## src/rtl/pfsau_consts.svh

```systemverilog
// offsets, field positions, reset values and keys of the pin function
// select and address unlock block
// assumes inclusion by bare name from the package and the modules
`ifndef PFSAU_CONSTS_SVH
`define PFSAU_CONSTS_SVH

// register offsets on the internal register port
`define PFSAU_ADDR_W 8
`define PFSAU_OFF_TARGET_ADDR 8'h09
`define PFSAU_OFF_PIN_FUNC 8'h0b
`define PFSAU_OFF_UNLOCK 8'h0d

// field positions
`define PFSAU_SEL_W 5
`define PFSAU_PIN0_SEL_LSB 0
`define PFSAU_PIN1_SEL_LSB 8
`define PFSAU_GUARD_LSB 8
`define PFSAU_TADDR_LSB 1
`define PFSAU_TADDR_W 7

// reset values
`define PFSAU_SEL_RST 5'h00
`define PFSAU_UNLOCK_RST 16'h0000
`define PFSAU_TADDR_RST 7'h32

// write guard and unlock keys
`define PFSAU_GUARD_KEY 8'had
`define PFSAU_KEY_ALWAYS 16'h04ad
`define PFSAU_KEY_PIN0 16'h44ad
`define PFSAU_KEY_PIN1 16'h84ad
`define PFSAU_KEY_BOTH 16'hc4ad

// function selector codes
`define PFSAU_FN_LEGACY 5'h00
`define PFSAU_FN_INT 5'h01
`define PFSAU_FN_FRAME 5'h02
`define PFSAU_FN_LED_A 5'h05
`define PFSAU_FN_LED_B 5'h06
`define PFSAU_FN_LED_AB 5'h07
`define PFSAU_FN_DC_A 5'h0c
`define PFSAU_FN_DC_B 5'h0d
`define PFSAU_FN_DC_ANY 5'h0e
`define PFSAU_FN_TOGGLE 5'h0f
`define PFSAU_FN_LOW 5'h10
`define PFSAU_FN_HIGH 5'h11
`define PFSAU_FN_OSC 5'h13

`endif

```

## src/rtl/pfsau_pkg.sv

```systemverilog
// types of the pin function select and address unlock block
// assumes pfsau_consts.svh on the include path
package pfsau_pkg;
  `include "pfsau_consts.svh"

  typedef logic [`PFSAU_SEL_W-1:0] pfsau_sel_t;

  // pin function selector codes
  typedef enum logic [`PFSAU_SEL_W-1:0] {
    PFSAU_LEGACY = `PFSAU_FN_LEGACY,
    PFSAU_INT = `PFSAU_FN_INT,
    PFSAU_FRAME = `PFSAU_FN_FRAME,
    PFSAU_LED_A = `PFSAU_FN_LED_A,
    PFSAU_LED_B = `PFSAU_FN_LED_B,
    PFSAU_LED_AB = `PFSAU_FN_LED_AB,
    PFSAU_DC_A = `PFSAU_FN_DC_A,
    PFSAU_DC_B = `PFSAU_FN_DC_B,
    PFSAU_DC_ANY = `PFSAU_FN_DC_ANY,
    PFSAU_TOGGLE = `PFSAU_FN_TOGGLE,
    PFSAU_LOW = `PFSAU_FN_LOW,
    PFSAU_HIGH = `PFSAU_FN_HIGH,
    PFSAU_OSC = `PFSAU_FN_OSC
  } pfsau_func_e;
endpackage : pfsau_pkg

```

## src/rtl/pfsau_pin_mux.sv

```systemverilog
// one general pin: selects its source from the function code
// assumes all event inputs already on clk_i and a synchronised reset
`timescale 1ns/100ps
module pfsau_pin_mux (
  input wire logic clk_i,
  input wire logic rst_n_i,
  input wire pfsau_pkg::pfsau_sel_t sel_i,
  input wire logic legacy_i,
  input wire logic legacy_oe_n_i,
  input wire logic int_i,
  input wire logic int_oe_n_i,
  input wire logic frame_i,
  input wire logic led_a_i,
  input wire logic led_b_i,
  input wire logic dc_a_i,
  input wire logic dc_b_i,
  input wire logic sample_i,
  input wire logic osc_i,
  output logic pin_o,
  output logic pin_oe_n_o
);
  import pfsau_pkg::*;

  logic toggle_r;
  logic pin_nxt;
  logic oe_n_nxt;

  // half-rate square wave, flips once per sample
  always_ff @(posedge clk_i or negedge rst_n_i) begin
    if (!rst_n_i) begin
      toggle_r <= 1'b0;
    end else if (sample_i) begin
      toggle_r <= ~toggle_r;
    end
  end

  // source selection from the function code
  always_comb begin
    pin_nxt = 1'b0;
    oe_n_nxt = 1'b0;
    case (sel_i)
      PFSAU_LEGACY: begin
        pin_nxt = legacy_i;
        oe_n_nxt = legacy_oe_n_i;
      end
      PFSAU_INT: begin
        pin_nxt = int_i;
        oe_n_nxt = int_oe_n_i;
      end
      PFSAU_FRAME: pin_nxt = frame_i;
      PFSAU_LED_A: pin_nxt = led_a_i;
      PFSAU_LED_B: pin_nxt = led_b_i;
      PFSAU_LED_AB: pin_nxt = led_a_i | led_b_i;
      PFSAU_DC_A: pin_nxt = dc_a_i;
      PFSAU_DC_B: pin_nxt = dc_b_i;
      PFSAU_DC_ANY: pin_nxt = dc_a_i | dc_b_i;
      PFSAU_TOGGLE: pin_nxt = toggle_r;
      PFSAU_LOW: pin_nxt = 1'b0;
      PFSAU_HIGH: pin_nxt = 1'b1;
      PFSAU_OSC: pin_nxt = osc_i;
      default: pin_nxt = 1'b0;
    endcase
  end

  // registered pin drive
  always_ff @(posedge clk_i or negedge rst_n_i) begin
    if (!rst_n_i) begin
      pin_o <= 1'b0;
      pin_oe_n_o <= 1'b0;
    end else begin
      pin_o <= pin_nxt;
      pin_oe_n_o <= oe_n_nxt;
    end
  end
endmodule : pfsau_pin_mux

```

## src/rtl/pfsau_top.sv

```systemverilog
// pin function select and address unlock: registers, unlock check,
// frame window and the two general pin selectors
// assumes a register port from the serial interface decoder on clk_i,
// sequencer events on clk_i, oscillator and pin levels from outside
`timescale 1ns/100ps
`include "pfsau_consts.svh"

// Behaviour
// - pin 0 code zero gives the legacy interrupt pin behaviour.
// - code one puts the configured interrupt on the pin.
// - code two frames first slot start to last slot end.
// - codes 5, 6, 7 give slot A, slot B, both led pulses.
// - codes C, D, E mark data cycles for A, B, any slot.
// - code F toggles every sample, half sample rate square wave.
// - code 13 passes the 32 kHz oscillator to the pin.
// - pin 1 offers slot A, B and both led pulses too.
// - pin 1 offers data cycle marks and the half-rate toggle.
// - key 04AD in the unlock register always allows address change.
// - key 44AD allows address change only while pin 0 is high.
// - key 84AD allows address change only while pin 1 is high.
// - key C4AD allows address change only with both pins high.
// - pin 1 selector at bits 12..8; zero gives legacy strobe pin.
module pfsau_top (
  input wire logic clk_i,
  input wire logic reset_n_i,
  input wire logic [`PFSAU_ADDR_W-1:0] reg_addr_i,
  input wire logic [15:0] reg_wdata_i,
  input wire logic reg_wr_i,
  output logic [15:0] reg_rdata_o,
  output logic [`PFSAU_TADDR_W-1:0] target_addr_o,
  input wire logic legacy_int_i,
  input wire logic legacy_int_oe_n_i,
  input wire logic legacy_strobe_i,
  input wire logic int_i,
  input wire logic int_oe_n_i,
  input wire logic seq_first_start_i,
  input wire logic seq_last_end_i,
  input wire logic led_a_i,
  input wire logic led_b_i,
  input wire logic data_cycle_a_i,
  input wire logic data_cycle_b_i,
  input wire logic sample_i,
  input wire logic osc32k_i,
  input wire logic pin0_i,
  output logic pin0_o,
  output logic pin0_oe_n_o,
  input wire logic pin1_i,
  output logic pin1_o,
  output logic pin1_oe_n_o
);
  import pfsau_pkg::*;

  localparam int PIN_N = 2;

  logic [1:0] rst_sync_r;
  logic rst_n;
  logic [1:0] pin0_sync_r;
  logic [1:0] pin1_sync_r;
  logic [1:0] osc_sync_r;
  logic frame_r;
  logic frame_nxt;
  pfsau_sel_t pin0_sel_r;
  pfsau_sel_t pin1_sel_r;
  logic [15:0] unlock_r;
  logic [`PFSAU_TADDR_W-1:0] taddr_r;
  logic change_ok;
  logic addr_wr;
  logic [15:0] rdata_nxt;
  pfsau_sel_t sel_arr [PIN_N];
  logic legacy_arr [PIN_N];
  logic legacy_oe_n_arr [PIN_N];
  logic pin_arr [PIN_N];
  logic oe_n_arr [PIN_N];

  // reset release through two flops
  always_ff @(posedge clk_i or negedge reset_n_i) begin
    if (!reset_n_i) begin
      rst_sync_r <= 2'h0;
    end else begin
      rst_sync_r <= {rst_sync_r[0], 1'b1};
    end
  end
  assign rst_n = rst_sync_r[1];

  // pin levels and oscillator into the clock domain
  always_ff @(posedge clk_i or negedge rst_n) begin
    if (!rst_n) begin
      pin0_sync_r <= 2'h0;
      pin1_sync_r <= 2'h0;
      osc_sync_r <= 2'h0;
    end else begin
      pin0_sync_r <= {pin0_sync_r[0], pin0_i};
      pin1_sync_r <= {pin1_sync_r[0], pin1_i};
      osc_sync_r <= {osc_sync_r[0], osc32k_i};
    end
  end

  // frame window: set by first slot start, cleared by last slot end
  always_comb begin
    frame_nxt = frame_r;
    if (seq_last_end_i) begin
      frame_nxt = 1'b0;
    end
    if (seq_first_start_i) begin
      frame_nxt = 1'b1;
    end
  end

  always_ff @(posedge clk_i or negedge rst_n) begin
    if (!rst_n) begin
      frame_r <= 1'b0;
    end else begin
      frame_r <= frame_nxt;
    end
  end

  // pin function selectors; reserved bits are not stored
  always_ff @(posedge clk_i or negedge rst_n) begin
    if (!rst_n) begin
      pin0_sel_r <= `PFSAU_SEL_RST;
      pin1_sel_r <= `PFSAU_SEL_RST;
    end else if (reg_wr_i && reg_addr_i == `PFSAU_OFF_PIN_FUNC) begin
      pin0_sel_r <= reg_wdata_i[`PFSAU_PIN0_SEL_LSB +: `PFSAU_SEL_W];
      pin1_sel_r <= reg_wdata_i[`PFSAU_PIN1_SEL_LSB +: `PFSAU_SEL_W];
    end
  end

  // unlock key register
  always_ff @(posedge clk_i or negedge rst_n) begin
    if (!rst_n) begin
      unlock_r <= `PFSAU_UNLOCK_RST;
    end else if (reg_wr_i && reg_addr_i == `PFSAU_OFF_UNLOCK) begin
      unlock_r <= reg_wdata_i;
    end
  end

  // key decode against the live pin levels
  always_comb begin
    case (unlock_r)
      `PFSAU_KEY_ALWAYS: change_ok = 1'b1;
      `PFSAU_KEY_PIN0: change_ok = pin0_sync_r[1];
      `PFSAU_KEY_PIN1: change_ok = pin1_sync_r[1];
      `PFSAU_KEY_BOTH: change_ok = pin0_sync_r[1] & pin1_sync_r[1];
      default: change_ok = 1'b0;
    endcase
  end

  // guard byte must accompany the address write
  assign addr_wr = reg_wr_i && reg_addr_i == `PFSAU_OFF_TARGET_ADDR &&
                   reg_wdata_i[`PFSAU_GUARD_LSB +: 8] == `PFSAU_GUARD_KEY;

  always_ff @(posedge clk_i or negedge rst_n) begin
    if (!rst_n) begin
      taddr_r <= `PFSAU_TADDR_RST;
    end else if (addr_wr && change_ok) begin
      taddr_r <= reg_wdata_i[`PFSAU_TADDR_LSB +: `PFSAU_TADDR_W];
    end
  end
  assign target_addr_o = taddr_r;

  // read mux; guard byte and reserved bits read as zero
  always_comb begin
    rdata_nxt = 16'h0000;
    case (reg_addr_i)
      `PFSAU_OFF_TARGET_ADDR: begin
        rdata_nxt[`PFSAU_TADDR_LSB +: `PFSAU_TADDR_W] = taddr_r;
      end
      `PFSAU_OFF_PIN_FUNC: begin
        rdata_nxt[`PFSAU_PIN0_SEL_LSB +: `PFSAU_SEL_W] = pin0_sel_r;
        rdata_nxt[`PFSAU_PIN1_SEL_LSB +: `PFSAU_SEL_W] = pin1_sel_r;
      end
      `PFSAU_OFF_UNLOCK: rdata_nxt = unlock_r;
      default: rdata_nxt = 16'h0000;
    endcase
  end

  // registered read data
  always_ff @(posedge clk_i or negedge rst_n) begin
    if (!rst_n) begin
      reg_rdata_o <= 16'h0000;
    end else begin
      reg_rdata_o <= rdata_nxt;
    end
  end

  // per-pin sources: pin 0 legacy is the interrupt, pin 1 the strobe
  assign sel_arr[0] = pin0_sel_r;
  assign sel_arr[1] = pin1_sel_r;
  assign legacy_arr[0] = legacy_int_i;
  assign legacy_oe_n_arr[0] = legacy_int_oe_n_i;
  assign legacy_arr[1] = legacy_strobe_i;
  assign legacy_oe_n_arr[1] = 1'b0;

  // one selector per general pin
  for (genvar g = 0; g < PIN_N; g++) begin : g_pin
    pfsau_pin_mux u_mux (
      .clk_i(clk_i),
      .rst_n_i(rst_n),
      .sel_i(sel_arr[g]),
      .legacy_i(legacy_arr[g]),
      .legacy_oe_n_i(legacy_oe_n_arr[g]),
      .int_i(int_i),
      .int_oe_n_i(int_oe_n_i),
      .frame_i(frame_r),
      .led_a_i(led_a_i),
      .led_b_i(led_b_i),
      .dc_a_i(data_cycle_a_i),
      .dc_b_i(data_cycle_b_i),
      .sample_i(sample_i),
      .osc_i(osc_sync_r[1]),
      .pin_o(pin_arr[g]),
      .pin_oe_n_o(oe_n_arr[g])
    );
  end

  assign pin0_o = pin_arr[0];
  assign pin0_oe_n_o = oe_n_arr[0];
  assign pin1_o = pin_arr[1];
  assign pin1_oe_n_o = oe_n_arr[1];
endmodule : pfsau_top

```

## config.mk

```make
export PLATFORM = sky130hd
export DESIGN_NAME = pfsau_top
export DESIGN_NICKNAME = d
export VERILOG_FILES = /design/src/rtl/pfsau_pkg.sv /design/src/rtl/pfsau_pin_mux.sv /design/src/rtl/pfsau_top.sv
export VERILOG_INCLUDE_DIRS = /design/src /design/src/rtl
export SDC_FILE = /design/constraint.sdc
export NUM_CORES = 1
export LEC_CHECK = 0
export BUFFER_PORTS_ARGS = -buffer_cell sky130_fd_sc_hd__buf_2
export CAP_MARGIN = 15
export CORE_MARGIN = 1
export CORE_UTILIZATION = 39
export DETAILED_ROUTE_END_ITERATION = 10
export PLACE_DENSITY_LB_ADDON = 0.08
export SYNTH_ARGS = -nofsm -noshare
export SYNTH_HDL_FRONTEND = slang
export SYNTH_HIERARCHICAL = 1
export SYNTH_SLANG_ARGS = --single-unit
```

## constraint.sdc

```tcl
create_clock -name clk_i -period 5.8 [get_ports clk_i]
set_input_delay 0 -clock clk_i [delete_from_list [all_inputs] [get_ports clk_i]]
set_output_delay 0 -clock clk_i [all_outputs]
set_load 0.01 [all_outputs]
```

==> results of run 1 <==
[metrics by stage]
step                      std cells  cell area [um^2]  power, W
after global routing            400              3580  0.000952
after floorplan                 199              2750  0.000534
after detailed placement        357              3150  0.000569
final                           400              3580  0.000907
after global placement          357              3150  0.000568
after CTS                       399              3580  0.000919
[what timing repair did]
action / 4_1_cts / 5_1_grt
hold buffers: 26 / 0
hold endpoints to repair: 43 / 0
resized for setup: 0 / 0
[layer usage]
metal / track usage, % / vias up / part of all wire (%)
met3: 4.81 / 11 / 4.2
li1: - / 920 / -
met5: 0 / - / 0
met1: 24.2 / 976 / 48
met2: 27.3 / 49 / 47
met4: 6.36 / 0 / 1.4
[Yosys cell counts (2+ instances only)]
library cell | instances | area share [%]
dfrtp_1 | 61 | 55
mux2_2 | 23 | 9.4
inv_1 | 11 | 1.5
nand2_1 | 11 | 1.5
mux2_4 | 10 | 5.5
a22o_1 | 9 | 2.9
o21ai_0 | 6 | 1.1
and2_1 | 3 | 0.68
dfstp_2 | 3 | 2.9
nor2b_1 | 3 | 0.68
nor4_1 | 3 | 0.68
a222oi_1 | 2 | 0.73
a22oi_1 | 2 | 0.55
a31oi_1 | 2 | 0.45
buf_4 | 2 | 0.55
buf_6 | 2 | 0.82
conb_1 | 2 | 0.27
mux2i_1 | 2 | 0.73
nand3_1 | 2 | 0.36
nand3b_1 | 2 | 0.55
nand4_1 | 2 | 0.45
nand4b_1 | 2 | 0.64
nor2_1 | 2 | 0.27
nor3_1 | 2 | 0.36
nor4bb_1 | 2 | 0.73
o211ai_1 | 2 | 0.55
o221ai_1 | 2 | 0.64
o31a_2 | 2 | 0.73
o32a_1 | 2 | 0.73
or3_2 | 2 | 0.55
xnor2_1 | 2 | 0.64
xor2_1 | 2 | 0.64
[flip-flops by register name, summed over array words and instances (netlist names)]
name,flops
pin0_sel_r,5
osc_sync_r,2
g_pin.u_mux/toggle_r,2
unlock_r,16
g_pin.u_mux/pin_o,2
g_pin.u_mux/pin_oe_n_o,2
pin0_sync_r,2
reg_rdata_o,16
rst_sync_r,2
frame_r,1
pin1_sync_r,2
target_addr_o,7
pin1_sel_r,5
[where the power goes]
group	leakage, nW	internal [W]	switching (W)
sequential	0.843	0.000469	0.0000196
clock	0.0854	0.000154	0.000178
combinational	0.870	0.0000483	0.0000371
total	1.80	0.000672	0.000235
[critical path: stages, from the launching register on]
cell,delay (ns)
dfrtp_1,0.39
or4b_2,0.70
a221oi_1,0.30
and4_1,0.50
mux2_2,0.38
[cell type report]
cell class | instances | area share, %
repair buffers | 96 | 17.2
multi-input cells | 117 | 28.7
clock buffers | 9 | 3.46
inverters | 11 | 1.15
clock inverters | 7 | 1.33
well taps | 96 | 3.35
flip-flops and latches | 64 | 44.8
[logic make-up (layout without fill, tap and decap cells)]
group	Yosys count	after routing	synth area share, %
mux	35	35	15.6
compound gates	31	31	8.91
simple gates	45	45	11.4
other cells	2	2	0.273
xor+xnor	4	4	1.27
buf+inv	18	123	4.27
flops	64	64	58.3
[worst paths after layout]
path | start | to | slack, ns | cells past startpoint
min in group asynchronous | rst_sync_r[1]$_DFF_PN0_ | g_pin[1].u_mux/toggle_r$_DFFE_PN0P_ | 0.41 | 1
min | reg_addr_i[5] | reg_rdata_o[2]$_DFF_PN0_ | 0.04 | 4
min reg2reg | pin0_sync_r[0]$_DFF_PN0_ | pin0_sync_r[1]$_DFF_PN0_ | 0.35 | 0
max reg2reg | unlock_r[8]$_DFFE_PN0P_ | target_addr_o[6]$_DFFE_PN0P_ | 3.42 | 4
max | unlock_r[8]$_DFFE_PN0P_ | target_addr_o[6]$_DFFE_PN0P_ | 3.42 | 4
max in group asynchronous | rst_sync_r[1]$_DFF_PN0_ | pin1_sel_r[4]$_DFFE_PN0P_ | 4.85 | 1
==> flow_metrics.py, run 1 <==
metrics = {
    "status": {
        "status": "finished, final reports clean",
    },
    "drt": {
        "ant_nets": 0,
        "routed_wl_mm": 5.99,
        "drc": 0,
        "drt_iter0_markers": 88,
        "vias_per_cell": 4.89,
        "wl_per_cell_um": 15.0,
        "vias": 1956,
        "drt_pre_antenna_iters": 4,
    },
    "clock_network": {
        "cts_tree": "yes",
        "clock_sinks": 64,
        "cts_max_path_buffers": 2,
        "clk_latency_ns": 0.34,
        "cts.clk_slew.worst_paths_ns": 0.07,
        "h-tree-depth": 3,
        "numCtsBuffers": 9,
        "clockRootBuffer": "clkbuf_8",
        "post_cts_buffers": 0,
    },
    "finish": {
        "areaGrowthSynthToFinish_pct": 30.2,
        "regArea_um2": 1610,
        "multi_input_area_um2": 1030,
        "diodes": 0,
        "nFillCells": 606,
        "finalCoreUtilization_pct": 52.8,
        "nets": 341,
        "drive_above_1_share_pct": 43.4,
        "layout_common_cells": "buf_2 (68), dfrtp_1 (60), dlygate4sd3_1 (26)",
        "layout_commonest_cell": "buf_2",
    },
    "global_route": {
        "grtUsageTotal_pct": 17.8,
        "grt_pass1_vias": 1998,
        "grt_antenna_before_repair": 0,
        "grt_max_degree": 63,
        "grt-ovfl-total": 0,
        "grt_pass1_wl_mm": 9.88,
    },
    "power": {
        "vdd_drop_max_mv": 0.122,
        "power.leakage_nw": 1.80,
        "cellPowerDensity_nw_per_um2": 253,
    },
    "timing": {
        "slew_headroom_pct": 48.0,
        "rsz0062_at_grt": "no",
        "finalCriticalPeriod_ns": 2.38,
        "hold_slack_ns": 0.0411,
        "setup_viol": 0,
        "worst_pin_slew_ns": 0.779,
        "setup_ws_ns": 3.42,
        "clock_skew_ns": 0.00443,
        "tns_ns": 0,
        "period_share_pct": 41.0,
        "hold_viol": 0,
        "drv_slew": 0,
        "max_freq_ghz": 0.420,
    },
    "min_path": {
        "hp-class": "in2reg",
    },
    "die": {
        "ios": 69,
        "core_um2": 6790,
        "initial_core_util_pct": 40.5,
        "dieArea_um2": 7400,
        "die_y_um": 86.0,
        "fp-row-count": 30,
        "die_w_um": 86.0,
    },
    "synth": {
        "ys_seq_area_share_pct": 58.3,
        "synth_flop_cell": "dfrtp_1",
        "async_flop_share_pct": 100,
        "synth_area_um2": 2750,
        "syn_inst": 199,
        "synthesis.nets": 241,
        "ys_ff_latch": 64,
        "synth_edf_count": 0,
        "synth-warning-count": 6,
        "synth_cell_types": 46,
        "avgSynthCellArea_um2": 13.8,
    },
    "setup_path": {
        "end_kind": "register",
        "crit_type": "reg2reg",
        "cp-start-kind": "register",
        "crit_required_ns": 6.02,
        "worst-path-max-fanout": 7,
        "worstPathArrival_ns": 2.60,
    },
    "place": {
        "port_buffers": 68,
        "dp_hpwl_mm": 3.99,
        "routabilityCongestion": 0.787,
        "preCtsSetupSlack_ns": 3.41,
    },
    "run": {
        "max_cap_viol_count": 0,
    },
}
No activity file was read; power rests on OpenSTA's default activity.
==> inputs of run 2 (changes only) <==
ABC_AREA = 1   (was default)
clock period = 2.07 ns   (was 5.8 ns; I/O delays follow)
==> flow_metrics.py, run 2 <==
metrics = {
    "setup_path": {
        "crit_family": "simple AND/OR/NAND/NOR gates",
        "crit_type": "reg2reg",
        "crit_path_cell_trace": "nor2_1, nand4_1, nand2_1, dlygate4sd3_1",
        "worstPathArrival_ns": 1.86,
        "crit_required_ns": 2.35,
        "cp-start-kind": "register",
        "worst-path-buf-inv": 1,
        "slowest_delay_ns": 0.54,
        "worst-path-max-fanout": 5,
        "startpoint": "pin0_sel_r[1]$_DFFE_PN0P_",
        "r2r-start": "pin0_sel_r[1]$_DFFE_PN0P_",
        "end_kind": "register",
        "crit_slowest_cell": "dlygate4sd3_1",
    },
    "clock_network": {
        "cts_tree": "yes",
        "cts.clk_slew.worst_paths_ns": 0.07,
        "clk_latency_ns": 0.34,
        "clockRootBuffer": "clkbuf_8",
        "post_cts_buffers": 0,
        "h-tree-depth": 3,
        "clock_sinks": 64,
        "numCtsBuffers": 9,
        "cts_max_path_buffers": 2,
    },
    "synth": {
        "synth_top_area_share_pct": 50.5,
        "synth_edf_count": 0,
        "synth_flop_cell": "dfrtp_1",
        "ys_top_cells_by_count": "nand2_1 (87), dfrtp_1 (61), inv_1 (54)",
        "yosysMostFrequentCell": "nand2_1",
        "ys_ff_latch": 64,
        "synth_top_cell_by_area": "dfrtp_1",
        "synth_area_leaders": "dfrtp_1 (51%), nand2_1 (11%), inv_1 (6.7%)",
        "synth_area_um2": 3020,
        "avgSynthCellArea_um2": 8.56,
        "async_flop_share_pct": 100,
        "synthesis.nets": 395,
        "synth-warning-count": 6,
        "syn_inst": 353,
        "ys_seq_area_share_pct": 53.1,
        "synth_cell_types": 28,
    },
    "global_route": {
        "grt_antenna_before_repair": 0,
        "grt-ovfl-total": 0,
        "use_met2_pct": 30.1,
        "grtUsageTotal_pct": 18.7,
        "grtUsageMet3_pct": 3.55,
        "use_met1_pct": 24.8,
        "grt_max_degree": 63,
        "grt_pass1_vias": 2491,
        "busiest_layer": "met2",
        "grt_pass1_wl_mm": 11.9,
    },
    "timing": {
        "hold_slack_ns": 0.0212,
        "rsz0062_at_grt": "no",
        "finalCriticalPeriod_ns": 1.57,
        "hold_viol": 0,
        "tns_ns": 0,
        "max_freq_ghz": 0.635,
        "setup_viol": 0,
        "drv_slew": 0,
        "clock_skew_ns": 0.00469,
        "period_share_pct": 76.1,
    },
    "run": {
        "max_cap_viol_count": 0,
    },
    "place": {
        "routabilityCongestion": 0.821,
        "dp_hpwl_mm": 4.92,
        "port_buffers": 68,
        "dp.cells": 515,
    },
    "power": {
        "power.leakage_nw": 2.11,
        "net-switching-power_w": 0.000717,
        "vdd_drop_max_mv": 0.281,
        "p_int_w": 0.00200,
        "cellPowerDensity_nw_per_um2": 692,
        "seq_power_share_pct": 50.7,
        "clkPwrFrac_pct": 39.1,
        "power_switching_share_pct": 26.4,
        "total_power_w": 0.00271,
        "p_comb_share_pct": 10.2,
    },
    "finish": {
        "nFillCells": 733,
        "layout_common_cells": "nand2_1 (87), buf_2 (68), dfrtp_1 (60)",
        "areaGrowthSynthToFinish_pct": 29.7,
        "drive_above_1_share_pct": 28.1,
        "diodes": 0,
        "layout_commonest_cell": "nand2_1",
        "nets": 496,
        "fin_cells": 558,
    },
    "drt": {
        "routed_wl_mm": 7.03,
        "ant_nets": 0,
        "drt_pre_antenna_iters": 6,
        "wl_per_cell_um": 12.6,
        "drc": 0,
        "drt_iter0_markers": 107,
        "vias": 2564,
        "vias_per_cell": 4.59,
    },
    "die": {
        "dieArea_um2": 8100,
        "fp-row-count": 31,
        "ios": 69,
        "die_w_um": 90.0,
        "core_um2": 7370,
        "die_y_um": 90.0,
        "initial_core_util_pct": 41.0,
    },
    "status": {
        "status": "finished, final reports clean",
    },
    "min_path": {
        "hp-class": "in2reg",
        "worstHoldStart": "legacy_strobe_i",
    },
}
-- run 2: power groups by stage --
stage	combinational (W)	sequential [W]	clock [W]
floorplan	0.000129	0.00140	0
global placement	0.000242	0.00140	0
detailed placement	0.000242	0.00140	0
CTS	0.000281	0.00138	0.00108
global route	0.000317	0.00138	0.00114
finish	0.000278	0.00138	0.00106
-- run 2: logic make-up (layout without fill, tap and decap cells) --
| kind of cell | count (synthesis) | count (layout) | share of synthesized area, % |
|---|---|---|---|
| buffers and inverters | 67 | 173 | 9.61 |
| other | 2 | 2 | 0.249 |
| XOR/XNOR | 2 | 2 | 0.580 |
| flip-flops | 64 | 64 | 53.1 |
| AO/OA/AOI/OAI | 42 | 42 | 9.52 |
| AND/OR/NAND/NOR | 176 | 176 | 26.9 |
-- run 2: tightest hold or removal path, delay by kind of cell --
family,cells,cell delay (ns)
buf+inv,1,0.08
simple gates,4,0.25
-- run 2: worst paths after layout --
check                                                 endpoint  cells past startpoint  slack, ns
hold / removal                  g_pin[1].u_mux/pin_o$_DFF_PN0_                      5       0.02
min in group asynchronous              osc_sync_r[1]$_DFF_PN0_                      1       0.29
setup reg to reg           g_pin[0].u_mux/pin_oe_n_o$_DFF_PN0_                      4       0.50
max in group asynchronous              rst_sync_r[1]$_DFF_PN0_                      3       1.43
setup / recovery           g_pin[0].u_mux/pin_oe_n_o$_DFF_PN0_                      4       0.50
hold reg to reg                        osc_sync_r[1]$_DFF_PN0_                      1       0.29
-- run 2: what timing repair did --
action                     in CTS  in global routing
hold endpoints to repair       43                  0
setup endpoints to repair       0                  0
gates resized for setup         0                  0
hold buffers                   27                  0
-- run 2: layout make-up --
| class | instances | area [um^2] | share of cell area (%) |
|---|---|---|---|
| sequential | 64 | 1610 | 41.0 |
| multi-input combinational | 222 | 1130 | 28.7 |
| timing repair buffer | 98 | 646 | 16.5 |
| inverter | 59 | 221 | 5.65 |
| clock buffer | 9 | 124 | 3.16 |
| tap | 99 | 124 | 3.16 |
| clock inverter | 7 | 72.6 | 1.85 |
-- run 2: per-stage QoR --
stage	setup slack (ns)	instance area (um^2)	utilization, %
after floorplan	0.161	3020	-
after global placement	0.708	3450	46.9
after detailed placement	0.683	3450	46.9
after CTS	0.510	3920	53.2
after global routing	0.359	3920	53.2
final	0.496	3920	53.2
-- run 2: metal layers --
layer | wire [um] | vias to the layer above
met1 | 3410 | 1184
li1 | - | 1317
met4 | 87 | 0
met3 | 227 | 8
met5 | 0 | -
met2 | 3310 | 55
